`config.mk`:
```
export PLATFORM = sky130hd
export DESIGN_NAME = dual_timer
export DESIGN_NICKNAME = d
export VERILOG_FILES = /design/src/pkg/timer_pkg.sv /design/src/pkg/tick_if.sv /design/src/hw/timer_tick_sel.sv /design/src/hw/dual_timer.sv
export VERILOG_INCLUDE_DIRS = /design/src /design/src/pkg
export SDC_FILE = /design/constraint.sdc
export NUM_CORES = 1
export LEC_CHECK = 0
export BUFFER_PORTS_ARGS = -buffer_cell sky130_fd_sc_hd__buf_2
export CAP_MARGIN = 20
export CORE_UTILIZATION = 55
export CTS_CLUSTER_SIZE = 25
export DETAILED_ROUTE_END_ITERATION = 8
export GPL_TIMING_DRIVEN = 0
export PLACE_DENSITY = 0.75
export SETUP_SLACK_MARGIN = 0.3
export SLEW_MARGIN = 20
export SYNTH_ARGS = -nofsm -noshare
export SYNTH_HDL_FRONTEND = slang
export SYNTH_SLANG_ARGS = --single-unit
```
`constraint.sdc`:
```
create_clock -name clk_sys_i -period 7.9 [get_ports clk_sys_i]
set_input_delay 0.79 -clock clk_sys_i [delete_from_list [all_inputs] [get_ports clk_sys_i]]
set_output_delay 0.79 -clock clk_sys_i [all_outputs]
set_load 0.05 [all_outputs]
```
`src/pkg/timer_defs.svh`:
```
// constants for the dual 8-bit cascadable timer
// Overview of operation
// two separate 8-bit channels, or both joined as one 16-bit counter
// each channel raises its interrupt request when count equals its compare value; joined, the code raises only channel 2's, on the 16-bit match
// software writes compare registers with byte accesses only, never word
// compare spans 00H-FFH per channel, 0000H-FFFFH when joined
// compare registers hold undefined contents after reset
// software writes joined compare data only while counting is stopped
// compare lowered below count: counter wraps past maximum before matching
// software restarts the timer after lowering a compare value
// reset clears both 8-bit count registers to 00H
// byte reads of counts when separate, one word read of joined count
// clock choices: input falling or rising edge, main clock /2../1024, /4096
// clock select written by byte access, resets to 00H (falling edge)
// software stops counting before changing the clock select value
// event counter mode counts pulses on the channel's external input
// each channel can drive a square wave on its own output pin
// two count registers, two compare registers, two wave outputs
// clock select bits 3:0 pick channel 1 clock, bits 7:4 channel 2
// on match the counter clears to 0 and keeps counting
// with output enable set, output pin inverts at each match
// joined bit makes channel 1 overflow clock channel 2; channel 1 enable runs it
// codes 0 fall, 1 rise, 5-14 divide 2-1024, 15 divide 4096
// joined: channel 2 registers are upper byte, channel 1 lower byte
`ifndef TIMER_DEFS_SVH
`define TIMER_DEFS_SVH

`define ADDR_CLOCK_SELECT  16'hFF41
`define ADDR_MODE_CONTROL  16'hFF49
`define ADDR_OUTPUT_CTRL   16'hFF4A
`define ADDR_COUNT_CH1     16'hFF50
`define ADDR_COUNT_CH2     16'hFF51
`define ADDR_COMPARE_CH1   16'hFF52
`define ADDR_COMPARE_CH2   16'hFF53

`define RST_CLOCK_SELECT   8'h00
`define RST_MODE_CONTROL   8'h00
`define RST_OUTPUT_CTRL    8'h00
`define RST_COUNT          8'h00

`define BIT_ENABLE_CH1     0
`define BIT_ENABLE_CH2     1
`define BIT_JOINED         2
`define BIT_OUT_EN_CH1     0
`define BIT_OUT_EN_CH2     4
`define CSEL_W             4

`define CSEL_FALL          4'h0
`define CSEL_RISE          4'h1
`define CSEL_DIV_FIRST     4'h5
`define CSEL_DIV_LAST      4'hE
`define CSEL_DIV4096       4'hF
`define DIV_SHIFT_OFFSET   4'h4
`define DIV4096_SHIFT      4'hC
`define PRESCALE_BITS      12
`define COUNT_MAX          8'hFF

`endif

```
`src/pkg/timer_pkg.sv`:
```
// types shared by the timer modules
package timer_pkg;
  typedef logic [3:0]  clk_code_t;
  typedef logic [7:0]  count_t;
  typedef enum logic [1:0] {SRC_FALL, SRC_RISE, SRC_DIV, SRC_NONE} tick_src_t;
endpackage : timer_pkg

```
`src/pkg/tick_if.sv`:
```
// count clock request and answer between top and tick selector
`timescale 1ns/1ns
interface tick_if #(parameter int PRESCALE_W = 12);
  logic [3:0]            sel;
  logic                  ev_rise;
  logic                  ev_fall;
  logic [PRESCALE_W-1:0] prescale;
  logic                  tick;
  modport gen  (input sel, input ev_rise, input ev_fall, input prescale, output tick);
  modport user (output sel, output ev_rise, output ev_fall, output prescale, input tick);
endinterface : tick_if

```
`src/hw/timer_tick_sel.sv`:
```
// count clock selector for one channel
`timescale 1ns/1ns
`include "timer_defs.svh"
module timer_tick_sel
  import timer_pkg::*;
#(
  parameter int PRESCALE_W = 12
) (
  input  wire logic clk_sys_i, // system clock
  input  wire logic rstn_i,    // synchronised reset, active low
  tick_if.gen       t          // selection in, tick out
);
  tick_src_t             src;
  logic [3:0]            shift;
  logic [PRESCALE_W-1:0] mask;
  logic                  tick_reg;

  initial begin
    if (PRESCALE_W < `PRESCALE_BITS) $error("prescaler too narrow for divide by 4096");
  end

  always_comb begin
    src   = SRC_NONE;
    shift = 4'h0;
    if (t.sel == `CSEL_FALL) begin
      src = SRC_FALL;
    end else if (t.sel == `CSEL_RISE) begin
      src = SRC_RISE;
    end else if (t.sel >= `CSEL_DIV_FIRST && t.sel <= `CSEL_DIV_LAST) begin
      src   = SRC_DIV;
      shift = t.sel - `DIV_SHIFT_OFFSET;
    end else if (t.sel == `CSEL_DIV4096) begin
      src   = SRC_DIV;
      shift = `DIV4096_SHIFT;
    end
    mask = PRESCALE_W'((1 << shift) - 1);
  end

  // prohibited codes never tick, so a bad setting just freezes the count
  always_ff @(posedge clk_sys_i or negedge rstn_i) begin
    if (!rstn_i) begin
      tick_reg <= 1'b0;
    end else begin
      case (src)
        SRC_FALL: tick_reg <= t.ev_fall;
        SRC_RISE: tick_reg <= t.ev_rise;
        SRC_DIV:  tick_reg <= ((t.prescale & mask) == mask);
        default:  tick_reg <= 1'b0;
      endcase
    end
  end
  assign t.tick = tick_reg;
endmodule : timer_tick_sel

```
`src/hw/dual_timer.sv`:
```
// dual 8-bit timer/event counter, joinable into one 16-bit counter
`timescale 1ns/1ns
`include "timer_defs.svh"
module dual_timer
  import timer_pkg::*;
#(
  parameter int PRESCALE_W = 12
) (
  input  wire logic        clk_sys_i,         // system clock, 20 MHz
  input  wire logic        resetn_i,          // async reset, active low
  input  wire logic [15:0] sfr_addr_i,        // register address
  input  wire logic        sfr_wr_i,          // write strobe
  input  wire logic        sfr_rd_i,          // read strobe
  input  wire logic        sfr_word_i,        // 1 word access, 0 byte access
  input  wire logic [15:0] sfr_wdata_i,       // write data, byte in low lane
  output logic      [15:0] sfr_rdata_o,       // read data, one cycle later
  input  wire logic        event_input_ch1_i, // external count pin, channel 1
  input  wire logic        event_input_ch2_i, // external count pin, channel 2
  output logic             wave_output_ch1_o, // square wave, channel 1
  output logic             wave_output_ch2_o, // square wave, channel 2
  output logic             match_irq_ch1_o,   // match pulse, channel 1
  output logic             match_irq_ch2_o    // match pulse, channel 2
);
  logic [1:0]            rst_sync_reg;
  logic                  rstn;
  logic [7:0]            clock_select_reg;
  logic [7:0]            mode_control_reg;
  logic [7:0]            output_ctrl_reg;
  count_t                count_reg [2];
  count_t                compare_reg [2];
  logic [PRESCALE_W-1:0] prescale_reg;
  logic [2:0]            pin_sync_reg [2];
  logic [1:0]            pin_level_reg;
  logic [1:0]            ev_rise_reg;
  logic [1:0]            ev_fall_reg;
  logic [1:0]            tick;
  logic [1:0]            en_eff;
  logic [1:0]            step;
  logic [1:0]            clr;
  logic [1:0]            fire;
  logic [1:0]            out_en;
  logic [1:0]            wave_reg;
  logic [1:0]            irq_reg;
  logic [15:0]           rdata_reg;
  logic                  joined;
  logic                  match_joined;
  logic [15:0]           count16;
  logic [15:0]           compare16;
  logic                  byte_wr;
  logic [1:0]            event_pin;

  initial begin
    if (PRESCALE_W < `PRESCALE_BITS) $error("prescaler too narrow for divide by 4096");
  end

  always_ff @(posedge clk_sys_i or negedge resetn_i) begin
    if (!resetn_i) begin
      rst_sync_reg <= 2'h0;
    end else begin
      rst_sync_reg <= {rst_sync_reg[0], 1'b1};
    end
  end
  assign rstn = rst_sync_reg[1];

  // register writes; word writes are ignored so a wide store cannot tear
  assign byte_wr = sfr_wr_i && !sfr_word_i;

  always_ff @(posedge clk_sys_i or negedge rstn) begin
    if (!rstn) begin
      clock_select_reg <= `RST_CLOCK_SELECT;
      mode_control_reg <= `RST_MODE_CONTROL;
      output_ctrl_reg  <= `RST_OUTPUT_CTRL;
    end else if (byte_wr) begin
      if (sfr_addr_i == `ADDR_CLOCK_SELECT) clock_select_reg <= sfr_wdata_i[7:0];
      if (sfr_addr_i == `ADDR_MODE_CONTROL) mode_control_reg <= sfr_wdata_i[7:0];
      if (sfr_addr_i == `ADDR_OUTPUT_CTRL)  output_ctrl_reg  <= sfr_wdata_i[7:0];
    end
  end

  // compare storage has no reset on purpose: contents are undefined until written
  always_ff @(posedge clk_sys_i) begin
    if (rstn && byte_wr) begin
      if (sfr_addr_i == `ADDR_COMPARE_CH1) compare_reg[0] <= sfr_wdata_i[7:0];
      if (sfr_addr_i == `ADDR_COMPARE_CH2) compare_reg[1] <= sfr_wdata_i[7:0];
    end
  end

  always_ff @(posedge clk_sys_i or negedge rstn) begin
    if (!rstn) begin
      prescale_reg <= '0;
    end else begin
      prescale_reg <= prescale_reg + 1'b1;
    end
  end

  assign joined       = mode_control_reg[`BIT_JOINED];
  assign count16      = {count_reg[1], count_reg[0]};
  assign compare16    = {compare_reg[1], compare_reg[0]};
  assign match_joined = joined && mode_control_reg[`BIT_ENABLE_CH1] && tick[0]
                        && (count16 == compare16);
  assign out_en       = {output_ctrl_reg[`BIT_OUT_EN_CH2], output_ctrl_reg[`BIT_OUT_EN_CH1]};
  assign event_pin    = {event_input_ch2_i, event_input_ch1_i};

  for (genvar i = 0; i < 2; i++) begin : g_ch
    tick_if #(.PRESCALE_W(PRESCALE_W)) tk ();

    // a pin edge counts once the second and third stages agree
    always_ff @(posedge clk_sys_i or negedge rstn) begin
      if (!rstn) begin
        pin_sync_reg[i]  <= 3'h0;
        pin_level_reg[i] <= 1'b0;
        ev_rise_reg[i]   <= 1'b0;
        ev_fall_reg[i]   <= 1'b0;
      end else begin
        pin_sync_reg[i] <= {pin_sync_reg[i][1:0], event_pin[i]};
        if (pin_sync_reg[i][1] == pin_sync_reg[i][2]) begin
          pin_level_reg[i] <= pin_sync_reg[i][2];
        end
        ev_rise_reg[i] <= (pin_sync_reg[i][1] == pin_sync_reg[i][2])
                          && pin_sync_reg[i][2] && !pin_level_reg[i];
        ev_fall_reg[i] <= (pin_sync_reg[i][1] == pin_sync_reg[i][2])
                          && !pin_sync_reg[i][2] && pin_level_reg[i];
      end
    end

    assign tk.sel      = clock_select_reg[i*4 +: `CSEL_W];
    assign tk.ev_rise  = ev_rise_reg[i];
    assign tk.ev_fall  = ev_fall_reg[i];
    assign tk.prescale = prescale_reg;
    assign tick[i]     = tk.tick;

    timer_tick_sel #(.PRESCALE_W(PRESCALE_W)) u_sel (
      .clk_sys_i (clk_sys_i),
      .rstn_i    (rstn),
      .t         (tk)
    );

    // joined: channel 2 steps on channel 1 overflow, both run on channel 1 enable
    assign en_eff[i] = joined ? mode_control_reg[`BIT_ENABLE_CH1]
                              : mode_control_reg[i];
    if (i == 0) begin : g_lo
      assign step[i] = tick[0];
    end else begin : g_hi
      assign step[i] = joined ? (tick[0] && count_reg[0] == `COUNT_MAX) : tick[1];
    end
    assign clr[i]  = joined ? match_joined
                            : (en_eff[i] && tick[i] && count_reg[i] == compare_reg[i]);
    assign fire[i] = joined ? (i == 1 && match_joined) : clr[i];

    always_ff @(posedge clk_sys_i or negedge rstn) begin
      if (!rstn) begin
        count_reg[i] <= `RST_COUNT;
      end else if (!en_eff[i]) begin
        count_reg[i] <= `RST_COUNT;
      end else if (clr[i]) begin
        count_reg[i] <= `RST_COUNT;
      end else if (step[i]) begin
        count_reg[i] <= count_reg[i] + 1'b1;
      end
    end

    always_ff @(posedge clk_sys_i or negedge rstn) begin
      if (!rstn) begin
        irq_reg[i] <= 1'b0;
      end else begin
        irq_reg[i] <= fire[i];
      end
    end

    always_ff @(posedge clk_sys_i or negedge rstn) begin
      if (!rstn) begin
        wave_reg[i] <= 1'b0;
      end else if (!out_en[i]) begin
        wave_reg[i] <= 1'b0;
      end else if (fire[i]) begin
        wave_reg[i] <= !wave_reg[i];
      end
    end
  end

  // word read of the low count address returns both halves from one edge
  always_ff @(posedge clk_sys_i or negedge rstn) begin
    if (!rstn) begin
      rdata_reg <= 16'h0000;
    end else if (sfr_rd_i) begin
      rdata_reg <= 16'h0000;
      if (sfr_word_i) begin
        if (sfr_addr_i == `ADDR_COUNT_CH1) rdata_reg <= count16;
      end else begin
        case (sfr_addr_i)
          `ADDR_CLOCK_SELECT: rdata_reg <= {8'h00, clock_select_reg};
          `ADDR_MODE_CONTROL: rdata_reg <= {8'h00, mode_control_reg};
          `ADDR_OUTPUT_CTRL:  rdata_reg <= {8'h00, output_ctrl_reg};
          `ADDR_COUNT_CH1:    rdata_reg <= {8'h00, count_reg[0]};
          `ADDR_COUNT_CH2:    rdata_reg <= {8'h00, count_reg[1]};
          `ADDR_COMPARE_CH1:  rdata_reg <= {8'h00, compare_reg[0]};
          `ADDR_COMPARE_CH2:  rdata_reg <= {8'h00, compare_reg[1]};
          default:            rdata_reg <= 16'h0000;
        endcase
      end
    end
  end

  assign sfr_rdata_o       = rdata_reg;
  assign wave_output_ch1_o = wave_reg[0];
  assign wave_output_ch2_o = wave_reg[1];
  assign match_irq_ch1_o   = irq_reg[0];
  assign match_irq_ch2_o   = irq_reg[1];
endmodule : dual_timer

```
==> results by group <==
Timing
  – Clock Skews: 0.01680 ns
  – Slew HR: 41.58%
  – Hold Fails Final Rpt: 0
  – RSZ-0062 raised after global routing: false
  – F_max: 0.2665 GHz
  – Final setup violation count: 0
  – Setup_tns: 0 ns
  – Post-route minimum period: 3.753 ns
  – Worst slew pin tran: 0.8691 ns
  – Period utilization: 47.51%
  – Slew Viols, Final: 0

Logic synthesis
  – Yosys reg bits: 104
  – Post-synthesis mux area share: 8.193%
  – Ys flop type: dfrtp_1
  – Post-Synth Simple-Gate Area: 17.24%
  – Synthesized instance count: 552
  – Post-synthesis average cell area: 10.35 sq um
  – EDFF count, synth: 16
  – Seq/Total Area, Yosys: 46.97%
  – Adder-Cell Fraction of Synth Area: 3.286%
  – Synth Warn #: 0
  – Post-synth net total: 606
  – Synth area leader: dfrtp_1
  – Synth Area in Compound Gates: 13.84%
  – Synth cell types: 73
  – Synth top area cells: dfrtp_1 (39%), edfxtp_1 (8.4%), mux2_2 (5.9%)
  – Largest family of logic cells by synthesized area: simple AND/OR/NAND/NOR gates
  – Mapped Area: 5712 sq um
  – Area share of the largest cell type after synthesis: 38.55%
  – Fraction of registers with async set/reset: 84.62%
  – Xor and xnor area share after synthesis: 6.747%

Worst setup path
  – Worst EP required: 8.14 ns
  – Worst setup EP type: flip-flop
  – Most used cell, CP: inv_1
  – Slowest CP cell: a211oi_2
  – Worst-path fanout max: 10
  – CP top delay family: compound AO/OA/AOI/OAI gates
  – Startpoint Class: flip-flop
  – Bufs and invs on worst path: 4
  – Crit-path cells: buf_2 > inv_1 > ha_1 > o21ai_2 > a211oi_2 > a22oi_4 > and2b_1 > inv_1 > ha_1 > inv_1 > o32ai_1 > nor3b_1 > o2111ai_1 > a311o_1 > o32ai_1
  – WP data arrival: 4.00 ns
  – Crit-path max cell delay: 0.52 ns
  – Kind of critical path: flip-flop to flip-flop

Layout
  – Filler cells: 811
  – Storage cell area: 2686 sq um
  – Fin util: 63.90%
  – Nets: 667
  – Area grow syn2layout: 10.87%
  – # diodes: 0
  – Fraction of layout instances using a drive strength above 1: 18.61%
  – Multi-input gate area in the final layout: 2825 sq um

Clocking
  – H-tree levels: 3
  – Insertion delay to the later sink of the worst-skew pair: 0.37 ns
  – CTS tree: yes
  – Setup bufs post-CTS: 0
  – # clock sinks: 104
  – Clk pin slew, worst setup/hold paths: 0.10 ns
  – Clk buf depth: 2
  – # hold bufs at CTS: 0
  – CTS root buf: clkbuf_8
  – CTS Buf Count: 9
  – CTS resizes: 0

Global routing
  – Global-route wire length before repair: 21,860 um
  – Met2 Use GR: 44.43%
  – Initial antenna violation count: 0
  – Global-route usage over all layers: 25.72%
  – Vias in the first global route: 4,370
  – Grt met1 use: 32.26%
  – Grt peak-use layer: met2
  – Global route overflow: 0
  – Met3 usage: 4.135%
  – Largest net degree at the start of global routing: 49

Power
  – Pleak: 2.843 nW
  – Worst vdd ir: 85.08 uV
  – Total power: 0.0008931 W
  – Power density cells: 141.0 nW/um^2

Job
  – Max_cap viols: 0

Placed design
  – Gpl congestion: 0.8744
  – IO Port Bufs: 48
  – HPWL after detailed placement: 10,020 um

Detailed routing
  – Number of routed nets with antenna violations: 0
  – First-pass DRT Iterations: 5
  – Final WL: 13,210 um
  – Drc violations: 0
  – Wirelength per Cell: 17.58 um
  – Via count: 4,432
  – Via density: 5.901
  – Violation count after the first detailed-route iteration: 202

Die
  – I/O Pins: 59
  – Die W: 103.9 um
  – Row count: 36
  – Initial Util: 57.64%
  – Area of the core: 9910 sq um
  – Die ar.: 10,800 sq um
  – Die H: 103.9 um

Run status
  – Status: finished, final reports clean

Min path
  – HP Class: input pin to async pin
## per-layer routing
layer  wire [um]  part of all wire [%]
met5           0                     0
met4         276                   2.1
met3         573                   4.3
met2        6808                    52
met1        5547                    42
## layout make-up
cell class	count	area share, %
multi-input cells	395	44.62
flip-flops and latches	104	42.42
repair buffers	50	4.307
well taps	133	2.628
clock buffers	11	2.075
inverters	32	1.897
plain buffers	21	1.403
clock inverters	5	0.6520
## worst paths after layout
kind,end,from,slack [ns],depth (start not counted)
min in group clk_sys_i,rst_sync_reg[1]$_DFF_PN0_,rst_sync_reg[0]$_DFF_PN0_,0.36,0
min,rst_sync_reg[1]$_DFF_PN0_,resetn_i,0.18,1
min reg2reg,g_ch[0].tk.ev_fall$_DFF_PN0_,rst_sync_reg[1]$_DFF_PN0_,0.33,0
max in group asynchronous,clock_select_reg[4]$_DFFE_PN0P_,rst_sync_reg[1]$_DFF_PN0_,6.94,1
max reg2reg,g_ch[1].u_sel.t.tick$_DFF_PN0_,clock_select_reg[7]$_DFFE_PN0P_,4.15,15
max,g_ch[1].u_sel.t.tick$_DFF_PN0_,clock_select_reg[7]$_DFFE_PN0P_,4.15,15
## power by group
| group | switching, W | leakage, nW | internal (W) |
|---|---|---|---|
| combinational | 0.0000225 | 1.42 | 0.0000147 |
| sequential | 0.00000715 | 1.34 | 0.000549 |
| clock | 0.000182 | 0.0858 | 0.000118 |
## cells in the final DEF, fill, tap and decap left out, types with 3 or more instances in the layout
cell        n
a211o_1     3
a21boi_0    3
a21o_1      6
a21oi_1    21
a221oi_1    5
a22oi_1     5
a31oi_1     3
and2_1      9
and3_1     11
and4_1      3
buf_2      51
clkbuf_1   19
clkbuf_8    9
dfrtp_1    87
edfxtp_1   16
ha_1       15
inv_1      32
mux2_2     30
mux2i_1     4
mux4_2      3
nand2_1    45
nand3_1    17
nand4_1     9
nor2_1     38
nor2b_1    12
nor3_1      6
nor3b_1     5
nor4_1      5
o2111ai_1   3
o211ai_1    6
o21ai_0    25
o21ai_2     3
o22ai_1     8
xnor2_1    15
xor2_1     29
## per-stage QoR
stage,instance area (sq um),setup slack [ns],cells,hold slack (ns)
4_1_cts,6322,4.178,750,0.1740
3_3_place_gp,6118,3.470,733,0.3384
5_1_grt,6332,3.814,751,0.1598
2_1_floorplan,5712,4.406,552,0.3312
6_report,6332,4.147,751,0.1842
3_5_place_dp,6150,4.207,734,0.3378
## synthesized netlist by cell type (11+ instances only)
master and instances:
mux2_2 30, inv_1 32, nor2b_1 12, nand3_1 17, xnor2_1 15, clkbuf_1 17
and3_1 11, nor2_1 38, dfrtp_1 88, edfxtp_1 16, o21ai_0 25, xor2_1 29
ha_1 15, nand2_1 45, a21oi_1 21
## cells by family after synthesis
group | Yosys count
xor+xnor | 44
other cells | 1
fa+ha+maj | 15
buf+inv | 53
simple gates | 182
mux | 39
flops | 104
compound gates | 114
No activity file was read; power rests on OpenSTA's default activity.
